`src/ssm_timing_consts.svh`:
```
/*
  Register address, reset value and decode constants for the
  synchronous static memory timing configuration block.
  Assumes inclusion by bare name from the design and the bench.
*/
`ifndef SSM_TIMING_CONSTS_SVH
`define SSM_TIMING_CONSTS_SVH

`define SSM_CFG_ADDR 32'h4800001C
`define SSM_CFG_RESET 32'h00000000
// bits 31 and 15 are reserved and read as zero
`define SSM_WR_MASK 32'h7FFF7FFF
`define SSM_TYPE_ROM 2'h0
`define SSM_TYPE_FLASH 2'h2
`define SSM_ROW_CODE_RSVD 3'h6
`define SSM_ROW_CODE_MAX 3'h7
`define SSM_ROW_LAT_MAX 4'h8
`define SSM_ROM_COL_A 3'h2
`define SSM_ROM_COL_B 3'h5
`define SSM_FLASH_COL_MIN 3'h2
`define SSM_FLASH_COL_MAX 3'h6
`define SSM_FLASH_ROW_LAT 4'h1
`define SSM_FALLBACK_LAT 4'h8

`endif

```
`src/ssm_timing_pkg.sv`:
```
/*
  Types of the synchronous static memory timing configuration block.
  Assumes nothing beyond the constants header.
*/
package ssm_timing_pkg;

  typedef struct packed {
    logic reserved_hi;
    logic latch_mode_pair23;
    logic [1:0] memory_type_pair23;
    logic [1:0] column_width_pair23;
    logic [1:0] row_width_pair23;
    logic [2:0] row_to_read_latency_pair23;
    logic [2:0] read_to_data_latency_pair23;
    logic [1:0] enable_pair23;
    logic reserved_lo;
    logic latch_mode_pair01;
    logic [1:0] memory_type_pair01;
    logic [1:0] column_width_pair01;
    logic [1:0] row_width_pair01;
    logic [2:0] row_to_read_latency_pair01;
    logic [2:0] read_to_data_latency_pair01;
    logic [1:0] enable_pair01;
  } sync_cfg_t;

  typedef enum logic [1:0] {PH_IDLE, PH_ROW, PH_COL} phase_t;

  typedef struct packed {
    sync_cfg_t cfg;
    logic [31:0] rdata;
    phase_t phase;
    logic [4:0] cnt;
    logic [4:0] col_cyc;
    logic act;
    logic rd;
    logic latch;
    logic err;
  } state_t;

endpackage : ssm_timing_pkg

```
`src/sync_static_mem_timing_cfg.sv`:
```
/*
  Configuration register and access sequencer for synchronous static
  memory on partition pair 0/1: holds the configuration word and times
  activate -> read -> data latch from the programmed latencies.
  Assumes START and HALF_FREQ come from logic on CLK, and that software
  keeps its own programming obligations (see notes below).
*/
// Functional notes
// - the read command follows the activate after the row latency.
// - mask rom row codes 000..101 give 1..6 cycles and 111 gives 8.
// - data are latched the column latency after the read command.
// - with half frequency set, each latency cycle is two clock periods.
// - mask rom column codes 010 and 101 give 3 and 6 cycles.
// - fast flash column codes 011, 100, 101 give 4, 5 and 6 cycles.
`timescale 1ns/100ps
`include "ssm_timing_consts.svh"

module sync_static_mem_timing_cfg
  import ssm_timing_pkg::*;
(
  input wire logic CLK,
  input wire logic SRST,
  input wire logic [31:0] ADDR,
  input wire logic [31:0] WDATA,
  input wire logic WR,
  input wire logic RD,
  output logic [31:0] RDATA,
  input wire logic HALF_FREQ,
  input wire logic START,
  output logic ACT_CMD,
  output logic READ_CMD,
  output logic DATA_LATCH,
  output logic BUSY,
  output logic CFG_ERROR,
  output sync_cfg_t CFG
);

  state_t cur;
  state_t next_state;

  function automatic logic [3:0] row_lat(input logic [1:0] t,
                                         input logic [2:0] c);
    logic [3:0] r;
    r = {1'b0, c} + 4'h1;
    if (t == `SSM_TYPE_FLASH) begin
      // row field is don't-care for fast flash
      r = `SSM_FLASH_ROW_LAT;
    end else if (c == `SSM_ROW_CODE_MAX) begin
      r = `SSM_ROW_LAT_MAX;
    end else if (c == `SSM_ROW_CODE_RSVD) begin
      r = `SSM_FALLBACK_LAT;
    end
    return r;
  endfunction : row_lat

  function automatic logic [3:0] col_lat(input logic [1:0] t,
                                         input logic [2:0] c);
    logic [3:0] r;
    r = `SSM_FALLBACK_LAT;
    if (t == `SSM_TYPE_ROM) begin
      if (c == `SSM_ROM_COL_A || c == `SSM_ROM_COL_B) begin
        r = {1'b0, c} + 4'h1;
      end
    end else if (c >= `SSM_FLASH_COL_MIN && c <= `SSM_FLASH_COL_MAX) begin
      r = {1'b0, c} + 4'h1;
    end
    return r;
  endfunction : col_lat

  function automatic logic cfg_err(input sync_cfg_t f);
    logic e;
    e = 1'b0;
    if (f.memory_type_pair01 == `SSM_TYPE_ROM) begin
      e = (f.row_to_read_latency_pair01 == `SSM_ROW_CODE_RSVD) ||
          !(f.read_to_data_latency_pair01 == `SSM_ROM_COL_A ||
            f.read_to_data_latency_pair01 == `SSM_ROM_COL_B);
    end else if (f.memory_type_pair01 == `SSM_TYPE_FLASH) begin
      e = f.read_to_data_latency_pair01 < `SSM_FLASH_COL_MIN ||
          f.read_to_data_latency_pair01 > `SSM_FLASH_COL_MAX;
    end else begin
      e = 1'b1;
    end
    return e;
  endfunction : cfg_err

  // latency in memory clocks -> CLK periods
  function automatic logic [4:0] scale(input logic [3:0] l,
                                       input logic half);
    return half ? {l, 1'b0} : {1'b0, l};
  endfunction : scale

  logic [4:0] row_cyc;
  logic [4:0] col_cyc;
  logic accept;
  logic cfg_hit;

  assign cfg_hit = (ADDR == `SSM_CFG_ADDR);
  assign row_cyc = scale(row_lat(cur.cfg.memory_type_pair01,
                         cur.cfg.row_to_read_latency_pair01), HALF_FREQ);
  assign col_cyc = scale(col_lat(cur.cfg.memory_type_pair01,
                         cur.cfg.read_to_data_latency_pair01), HALF_FREQ);
  // a misprogrammed pair is never started rather than run on a guess
  assign accept = (cur.phase == PH_IDLE) && START &&
                  (cur.cfg.enable_pair01 != 2'h0) && !cfg_err(cur.cfg);

  always_comb begin
    next_state = cur;
    next_state.act = 1'b0;
    next_state.rd = 1'b0;
    next_state.latch = 1'b0;
    next_state.rdata = 32'h00000000;
    next_state.err = cfg_err(cur.cfg);
    if (WR && cfg_hit) begin
      next_state.cfg = sync_cfg_t'(WDATA & `SSM_WR_MASK);
    end
    if (RD && cfg_hit) begin
      next_state.rdata = cur.cfg;
    end
    case (cur.phase)
      PH_IDLE: begin
        if (accept) begin
          next_state.act = 1'b1;
          next_state.cnt = row_cyc - 5'h01;
          // column timing is frozen at start so a write cannot skew it
          next_state.col_cyc = col_cyc;
          next_state.phase = PH_ROW;
        end
      end
      PH_ROW: begin
        if (cur.cnt == 5'h00) begin
          next_state.rd = 1'b1;
          next_state.cnt = cur.col_cyc - 5'h01;
          next_state.phase = PH_COL;
        end else begin
          next_state.cnt = cur.cnt - 5'h01;
        end
      end
      PH_COL: begin
        if (cur.cnt == 5'h00) begin
          next_state.latch = 1'b1;
          next_state.phase = PH_IDLE;
        end else begin
          next_state.cnt = cur.cnt - 5'h01;
        end
      end
      default: begin
        next_state.phase = PH_IDLE;
      end
    endcase
  end

  always_ff @(posedge CLK) begin
    if (SRST) begin
      cur <= '0;
      cur.cfg <= sync_cfg_t'(`SSM_CFG_RESET);
      cur.phase <= PH_IDLE;
    end else begin
      cur <= next_state;
    end
  end

  assign RDATA = cur.rdata;
  assign ACT_CMD = cur.act;
  assign READ_CMD = cur.rd;
  assign DATA_LATCH = cur.latch;
  assign BUSY = (cur.phase != PH_IDLE);
  assign CFG_ERROR = cur.err;
  assign CFG = cur.cfg;

  // helper logic for the checks below
  logic [4:0] gap_act;
  logic [4:0] gap_rd;
  logic [4:0] exp_row;
  logic [4:0] exp_col;

  always_ff @(posedge CLK) begin
    if (SRST) begin
      gap_act <= 5'h00;
      gap_rd <= 5'h00;
      exp_row <= 5'h00;
      exp_col <= 5'h00;
    end else begin
      gap_act <= ACT_CMD ? 5'h01 : gap_act + 5'h01;
      gap_rd <= READ_CMD ? 5'h01 : gap_rd + 5'h01;
      if (accept) begin
        exp_row <= row_cyc;
        exp_col <= col_cyc;
      end
    end
  end

  property p_row_gap;
    @(posedge CLK) disable iff (SRST)
      READ_CMD |-> (gap_act == exp_row);
  endproperty
  a_row_gap: assert property (p_row_gap)
    else $error("read command not at row latency after activate");

  property p_col_gap;
    @(posedge CLK) disable iff (SRST)
      DATA_LATCH |-> (gap_rd == exp_col);
  endproperty
  a_col_gap: assert property (p_col_gap)
    else $error("data latch not at column latency after read");

  property p_rom_row8;
    @(posedge CLK) disable iff (SRST)
      (accept && cur.cfg.memory_type_pair01 == `SSM_TYPE_ROM &&
       cur.cfg.row_to_read_latency_pair01 == 3'h7 && !HALF_FREQ)
      |-> ##1 ACT_CMD ##8 READ_CMD;
  endproperty
  a_rom_row8: assert property (p_rom_row8)
    else $error("rom row code 111 did not give 8 cycles");

  property p_rom_row1;
    @(posedge CLK) disable iff (SRST)
      (accept && cur.cfg.memory_type_pair01 == `SSM_TYPE_ROM &&
       cur.cfg.row_to_read_latency_pair01 == 3'h0 && !HALF_FREQ)
      |-> ##1 ACT_CMD ##1 READ_CMD;
  endproperty
  a_rom_row1: assert property (p_rom_row1)
    else $error("rom row code 000 did not give 1 cycle");

  property p_half_row;
    @(posedge CLK) disable iff (SRST)
      (accept && cur.cfg.memory_type_pair01 == `SSM_TYPE_ROM &&
       cur.cfg.row_to_read_latency_pair01 == 3'h0 && HALF_FREQ)
      |-> ##1 ACT_CMD ##1 !READ_CMD ##1 READ_CMD;
  endproperty
  a_half_row: assert property (p_half_row)
    else $error("half frequency did not double the row latency");

  property p_rom_col3;
    @(posedge CLK) disable iff (SRST)
      (accept && cur.cfg.memory_type_pair01 == `SSM_TYPE_ROM &&
       cur.cfg.row_to_read_latency_pair01 == 3'h0 &&
       cur.cfg.read_to_data_latency_pair01 == 3'h2 && !HALF_FREQ)
      |-> ##2 READ_CMD ##1 (!DATA_LATCH) [*2] ##1 DATA_LATCH;
  endproperty
  a_rom_col3: assert property (p_rom_col3)
    else $error("rom column code 010 did not give 3 cycles");

  property p_flash_col5;
    @(posedge CLK) disable iff (SRST)
      (accept && cur.cfg.memory_type_pair01 == `SSM_TYPE_FLASH &&
       cur.cfg.read_to_data_latency_pair01 == 3'h4 && !HALF_FREQ)
      |-> ##2 READ_CMD ##5 DATA_LATCH;
  endproperty
  a_flash_col5: assert property (p_flash_col5)
    else $error("flash column code 100 did not give 5 cycles");

  property p_reset_clear;
    @(posedge CLK) disable iff (SRST)
      $fell(SRST) |-> (cur.cfg[31:16] == 16'h0000 && !cur.cfg.reserved_lo);
  endproperty
  a_reset_clear: assert property (p_reset_clear)
    else $error("pair 2/3 or reserved bits not clear after reset");

  property p_busy_span;
    @(posedge CLK) disable iff (SRST)
      ACT_CMD |-> BUSY [*2];
  endproperty
  a_busy_span: assert property (p_busy_span)
    else $error("busy dropped during the row wait");

  property p_rom_row5;
    @(posedge CLK) disable iff (SRST)
      (accept && cur.cfg.memory_type_pair01 == `SSM_TYPE_ROM &&
       cur.cfg.row_to_read_latency_pair01 == 3'h4 && !HALF_FREQ)
      |-> ##1 ACT_CMD ##5 READ_CMD;
  endproperty
  a_rom_row5: assert property (p_rom_row5)
    else $error("rom row code 100 did not give 5 cycles");

  property p_half_col;
    @(posedge CLK) disable iff (SRST)
      (accept && cur.cfg.memory_type_pair01 == `SSM_TYPE_ROM &&
       cur.cfg.row_to_read_latency_pair01 == 3'h0 &&
       cur.cfg.read_to_data_latency_pair01 == 3'h2 && HALF_FREQ)
      |-> ##1 ACT_CMD ##2 READ_CMD ##6 DATA_LATCH;
  endproperty
  a_half_col: assert property (p_half_col)
    else $error("half frequency did not double the column latency");

  property p_rom_col6;
    @(posedge CLK) disable iff (SRST)
      (accept && cur.cfg.memory_type_pair01 == `SSM_TYPE_ROM &&
       cur.cfg.row_to_read_latency_pair01 == 3'h1 &&
       cur.cfg.read_to_data_latency_pair01 == 3'h5 && !HALF_FREQ)
      |-> ##1 ACT_CMD ##2 READ_CMD ##6 DATA_LATCH;
  endproperty
  a_rom_col6: assert property (p_rom_col6)
    else $error("rom column code 101 did not give 6 cycles");

  // the row field is not used for flash, whatever software left in it
  property p_flash_row1;
    @(posedge CLK) disable iff (SRST)
      (accept && cur.cfg.memory_type_pair01 == `SSM_TYPE_FLASH && !HALF_FREQ)
      |-> ##1 ACT_CMD ##1 READ_CMD;
  endproperty
  a_flash_row1: assert property (p_flash_row1)
    else $error("flash read command not one cycle after activate");

  property p_cfg_block;
    @(posedge CLK) disable iff (SRST)
      (cur.phase == PH_IDLE && START && cfg_err(cur.cfg)) |-> ##1 !ACT_CMD;
  endproperty
  a_cfg_block: assert property (p_cfg_block)
    else $error("sequence started on a reserved latency code");

endmodule : sync_static_mem_timing_cfg

```
`config.mk`:
```
export PLATFORM = sky130hd
export DESIGN_NAME = sync_static_mem_timing_cfg
export DESIGN_NICKNAME = d
export VERILOG_FILES = /design/src/ssm_timing_pkg.sv /design/src/sync_static_mem_timing_cfg.sv
export VERILOG_INCLUDE_DIRS = /design/src
export SDC_FILE = /design/constraint.sdc
export NUM_CORES = 1
export LEC_CHECK = 0
export BUFFER_PORTS_ARGS = -buffer_cell sky130_fd_sc_hd__buf_2
export CORE_MARGIN = 2
export CORE_UTILIZATION = 40
export DETAILED_ROUTE_END_ITERATION = 12
export GPL_ROUTABILITY_DRIVEN = 0
export PLACE_DENSITY = 0.7
export SYNTH_ARGS = -nofsm -noshare
export SYNTH_HDL_FRONTEND = slang
export SYNTH_SLANG_ARGS = --single-unit
```
`constraint.sdc`:
```
create_clock -name CLK -period 1.95 [get_ports CLK]
set_input_delay 0.195 -clock CLK [delete_from_list [all_inputs] [get_ports CLK]]
set_output_delay 0.195 -clock CLK [all_outputs]
set_load 0.01 [all_outputs]
```
==> metrics list <==
- Syn. warnings: 0
* Via-per-instance ratio: 4.87
- STA classifies the critical path startpoint as a flip-flop.
- Final wirelength: 8410 um
- Among all stages on the critical path, the largest delay is contributed by sky130_fd_sc_hd__dfxtp_4.
* Number of standard cells in the layout, taps in and fillers out: 613
- For this block, the initial DRC count from the detailed router was 138.
- Grouping stages by cell kind, the critical path spends the most delay in simple AND/OR/NAND/NOR gates.
* Average size of a mapped cell: 9.33 um^2
* Slew at the pin with the worst max-slew slack: 511 ps
- Seq cells post-synth: 76
- Yosys mapped a number of flops with a built-in enable equal to 0.
* Reg2reg path depth: 8
- Number of buffers created by CTS: 9
* Register area share after synthesis: 41.3%
* Antenna-violating nets left: 0
* Worst Setup Path Type: reg2reg
- The biggest area contributor in the post-synthesis netlist is sky130_fd_sc_hd__dfxtp_1.
- Die Span Y: 100 um
- Outcome: finished with violations
- CTS clock-pin slew for the worst setup and hold paths: 90 ps
* Share of the synthesized netlist area taken by xor and xnor gates: 1.66%
- The design draws 2.93 mW.
- Dominant cells by area after synthesis: sky130_fd_sc_hd__dfxtp_1 41%, sky130_fd_sc_hd__buf_4 13%, sky130_fd_sc_hd__mux2i_1 9.2%, sky130_fd_sc_hd__and2_1 5.3%, sky130_fd_sc_hd__nor2_1 4.8%
* Die Area: 0.0100 mm^2
* Antenna diode count: 0
- STA classifies the critical path endpoint as a flip-flop.
- Area Overhead vs Synth: 25.8%
* Net Sw Power: 0.678 mW
- For this configuration, the core starts out at a cell density of 40.5%.
- The count of buffers added on input and output ports is 132.
- FFs w/ async S/R, synth: 0%
- Setup repair after global routing could not meet its margin everywhere.
- In this run the tightest slew margin relative to its limit is 65.7%.
- In the synthesized netlist, the cells that appear most often are 76 x sky130_fd_sc_hd__dfxtp_1, 64 x sky130_fd_sc_hd__buf_4, 47 x sky130_fd_sc_hd__nor2_1.
- Cells with a size suffix above 1 make up 44.6% of the layout.
- No sink is reached through more buffers than the 2 on the longest clock path.
* Routed vias: 2986
- After synthesis, the largest area contributor takes up 41.3% of total cell area.
* Clock group share of total power: 43.0%
* DRC violations left: 0
* Grt ovf: 0
- The floorplan has 35 rows.
- Measured along the x axis, the die boundary spans 100 um.
- The multi-input combinational cells in the finished layout cover a total of 0.00176 mm^2.
* Clock sink count: 76
* Final count of pins violating max slew: 0
- Sequential share of power: 52.9%
- Setup violations remaining at the end of the flow were counted as 1.
- After layout, the worst setup slack is -11.8 ps.
- First-pass iteration count of the detailed router: 4
- Delay contributed by the slowest stage of the critical path: 370 ps
* Achievable frequency: 510 MHz
- 139 I/O pins were placed.
- Vias in the first global route: 2887
- Post-route fraction of the period consumed by the critical path: 101%
- Once placement completed, the tool counted placed cells totaling 590.
- On the final layout, the worst clock skew is 15.2 ps.
* Buffering stage count on the worst path with inverters included: 2
- Number of hold violations in the final report: 0
- Maximum number of pins on one net before global-route repair: 26
- First-pass GRT wire length: 13500 um
- The final reports fail on negative setup slack.
- In this run, distinct cell masters in the synthesized netlist total 50.
- The initial antenna violation count is 0.
- For this design the ratio of total power to cell area is 631 mW/mm^2.
- Timing analysis after detailed placement gives a worst setup slack of -101 ps.
- The cell area that synthesis handed to floorplanning was 0.00369 mm^2.
* Area of all sequential standard cells: 0.00154 mm^2
* Max VDD drop: 0.285 mV
- In this run the worst hold path is classified as in2reg.
- H-tree depth reported by CTS: 3
- Arrival time worst endpoint: 2230 ps
- Combinational family with the most area after synthesis: simple AND/OR/NAND/NOR gates
- Routed len/inst: 13.7 um
- In the global route stage, overall resource usage came out at 17.0%.
* Share of the synthesized area in compound gates (AO/OA/AOI/OAI): 8.92%
* Switch share: 23.2%
- Most common cell in the netlist: sky130_fd_sc_hd__dfxtp_1
- Proportion of synthesized area in mux cells: 9.23%
- The analysis attributes to cell leakage a power of 2.09 nW.
- Share of synthesized cell area in full adder, half adder and majority cells: 4.07%
- Number of max-capacitance violations reported: 0
* Worst-Skew Late Latency: 360 ps
- Clock tree from TritonCTS: done
* Internal power of the cells: 2.25 mW
- Final Core Density: 50.9%
- The critical path goes through buf_4, ha_4, nor4b_2, buf_4, or3_1, a21oi_1, o21ai_1, a311oi_1.
- Per report_power, the combinational group accounts for 4.1% of the total.
- Number of nets in the final layout: 579
- Area fraction in and, or, nand and nor cells after synthesis: 18.7%
- The filler cells instantiated in the layout total 847.
* Req. time, crit path: 2220 ps
* Synthesized netlist cell count: 395
- The wire-length estimate of the detail-placed layout is 6210 um.
- In this run the critical register-to-register path is captured at cur[12].
* Startpoint of the most critical hold path: WDATA[2]
- Master cell of the clock root buffer: sky130_fd_sc_hd__clkbuf_8
- Along the worst hold path, the cell count comes to 3.
* Register-to-register setup slack: -10 ps
- The routed design could run at a clock period as short as 1960 ps.
* Most used flip-flop cell after synthesis: sky130_fd_sc_hd__dfxtp_1
- Worst Hold Endpoint: CFG[2]
* Most used cell along the critical path: sky130_fd_sc_hd__buf_4
- In this run the critical register-to-register path is launched from CFG[7].
* Biggest fanout along the worst timing path: 6
* Standard cell core area: 0.00911 mm^2
==> power groups by stage <==
stage,Sequential [mW],Combinational (mW),Clock [mW]
floorplan,1.59,0.0400,0
global placement,1.59,0.115,0
detailed placement,1.59,0.117,0
CTS,1.55,0.121,1.29
global route,1.55,0.134,1.37
finish,1.55,0.121,1.26
==> metrics by stage <==
step                      setup TNS [ps]  cell area, um^2  hold WS, ps
after floorplan                        0             3730          342
after global placement             -16.6             4220          431
after detailed placement            -128             4220          439
after CTS                          -6.57             4510         61.6
after global routing                -346             4640         68.1
final                              -11.8             4640         66.7
==> logic make-up (layout without fill, tap and decap cells) <==
kind of cell             after synthesis  after routing
buffers and inverters                 93            197
XOR/XNOR                               7              7
multiplexers                          34             34
AND/OR/NAND/NOR                      128            128
adder cells (fa/ha/maj)               12             12
AO/OA/AOI/OAI                         44             44
flip-flops                            76             76
other                                  1              4
==> sequential cells by signal, summed over array words and instances (netlist names) <==
name,count
CFG,30
RDATA,30
cur,12
ACT_CMD,1
CFG_ERROR,1
DATA_LATCH,1
READ_CMD,1
==> layout make-up <==
| type | count | share of cell area [%] |
|---|---|---|
| Multi-Input combinational cell | 229 | 37.9 |
| Timing Repair Buffer | 166 | 20.2 |
| Tap cell | 111 | 3.00 |
| Inverter | 15 | 1.27 |
| Clock inverter | 6 | 1.54 |
| Clock buffer | 10 | 2.97 |
| Sequential cell | 76 | 33.1 |
==> how the worst max path moves through the flow <==
| stage | startpoint | endpoint | cells past startpoint |
|---|---|---|---|
| floorplan | CFG[5] | cur[13] | 10 |
| global placement | CFG[5] | cur[13] | 10 |
| detailed placement | CFG[5] | cur[13] | 10 |
| CTS | CFG[7] | cur[13] | 8 |
| global route | CFG[3] | cur[13] | 9 |
| finish | CFG[7] | cur[12] | 8 |
==> cell usage in the layout, fill, tap and decap left out, drive strengths merged, types with 3 or more instances in the layout <==
master and count:
buf 166, dfxtp 76, nor2 47, mux2i 34
and2 31, inv 16, ha 12, nand2 10
clkbuf 10, a21oi 10, o21ai 10, nor3 9
nor4 6, nor4b 6, xor2 4, conb 4
a211oi 4, xnor2 3, nor3b 3, a311oi 3
nor2b 3
==> routing by layer <==
metal  track usage [%]  wire (um)  up-vias
met1              21.0       3800     1385
li1                  -          -     1476
met3              5.08        516       17
met2              27.9       3920      108
met5                 0          0        -
met4              6.74        173        0
==> worst min-delay path, stage by stage <==
cell and delay, ps:
sky130_fd_sc_hd__buf_2 80, sky130_fd_sc_hd__mux2i_1 50, sky130_fd_sc_hd__nor2_1 70
==> what timing repair did <==
item	in CTS	in global routing
pin swaps	13	13
resized for setup	15	26
buffers inserted	5	2
hold buffers	0	0
hold endpoints to repair	0	0
endpoints found under the setup margin	5	11
No activity file was read; power rests on OpenSTA's default activity.
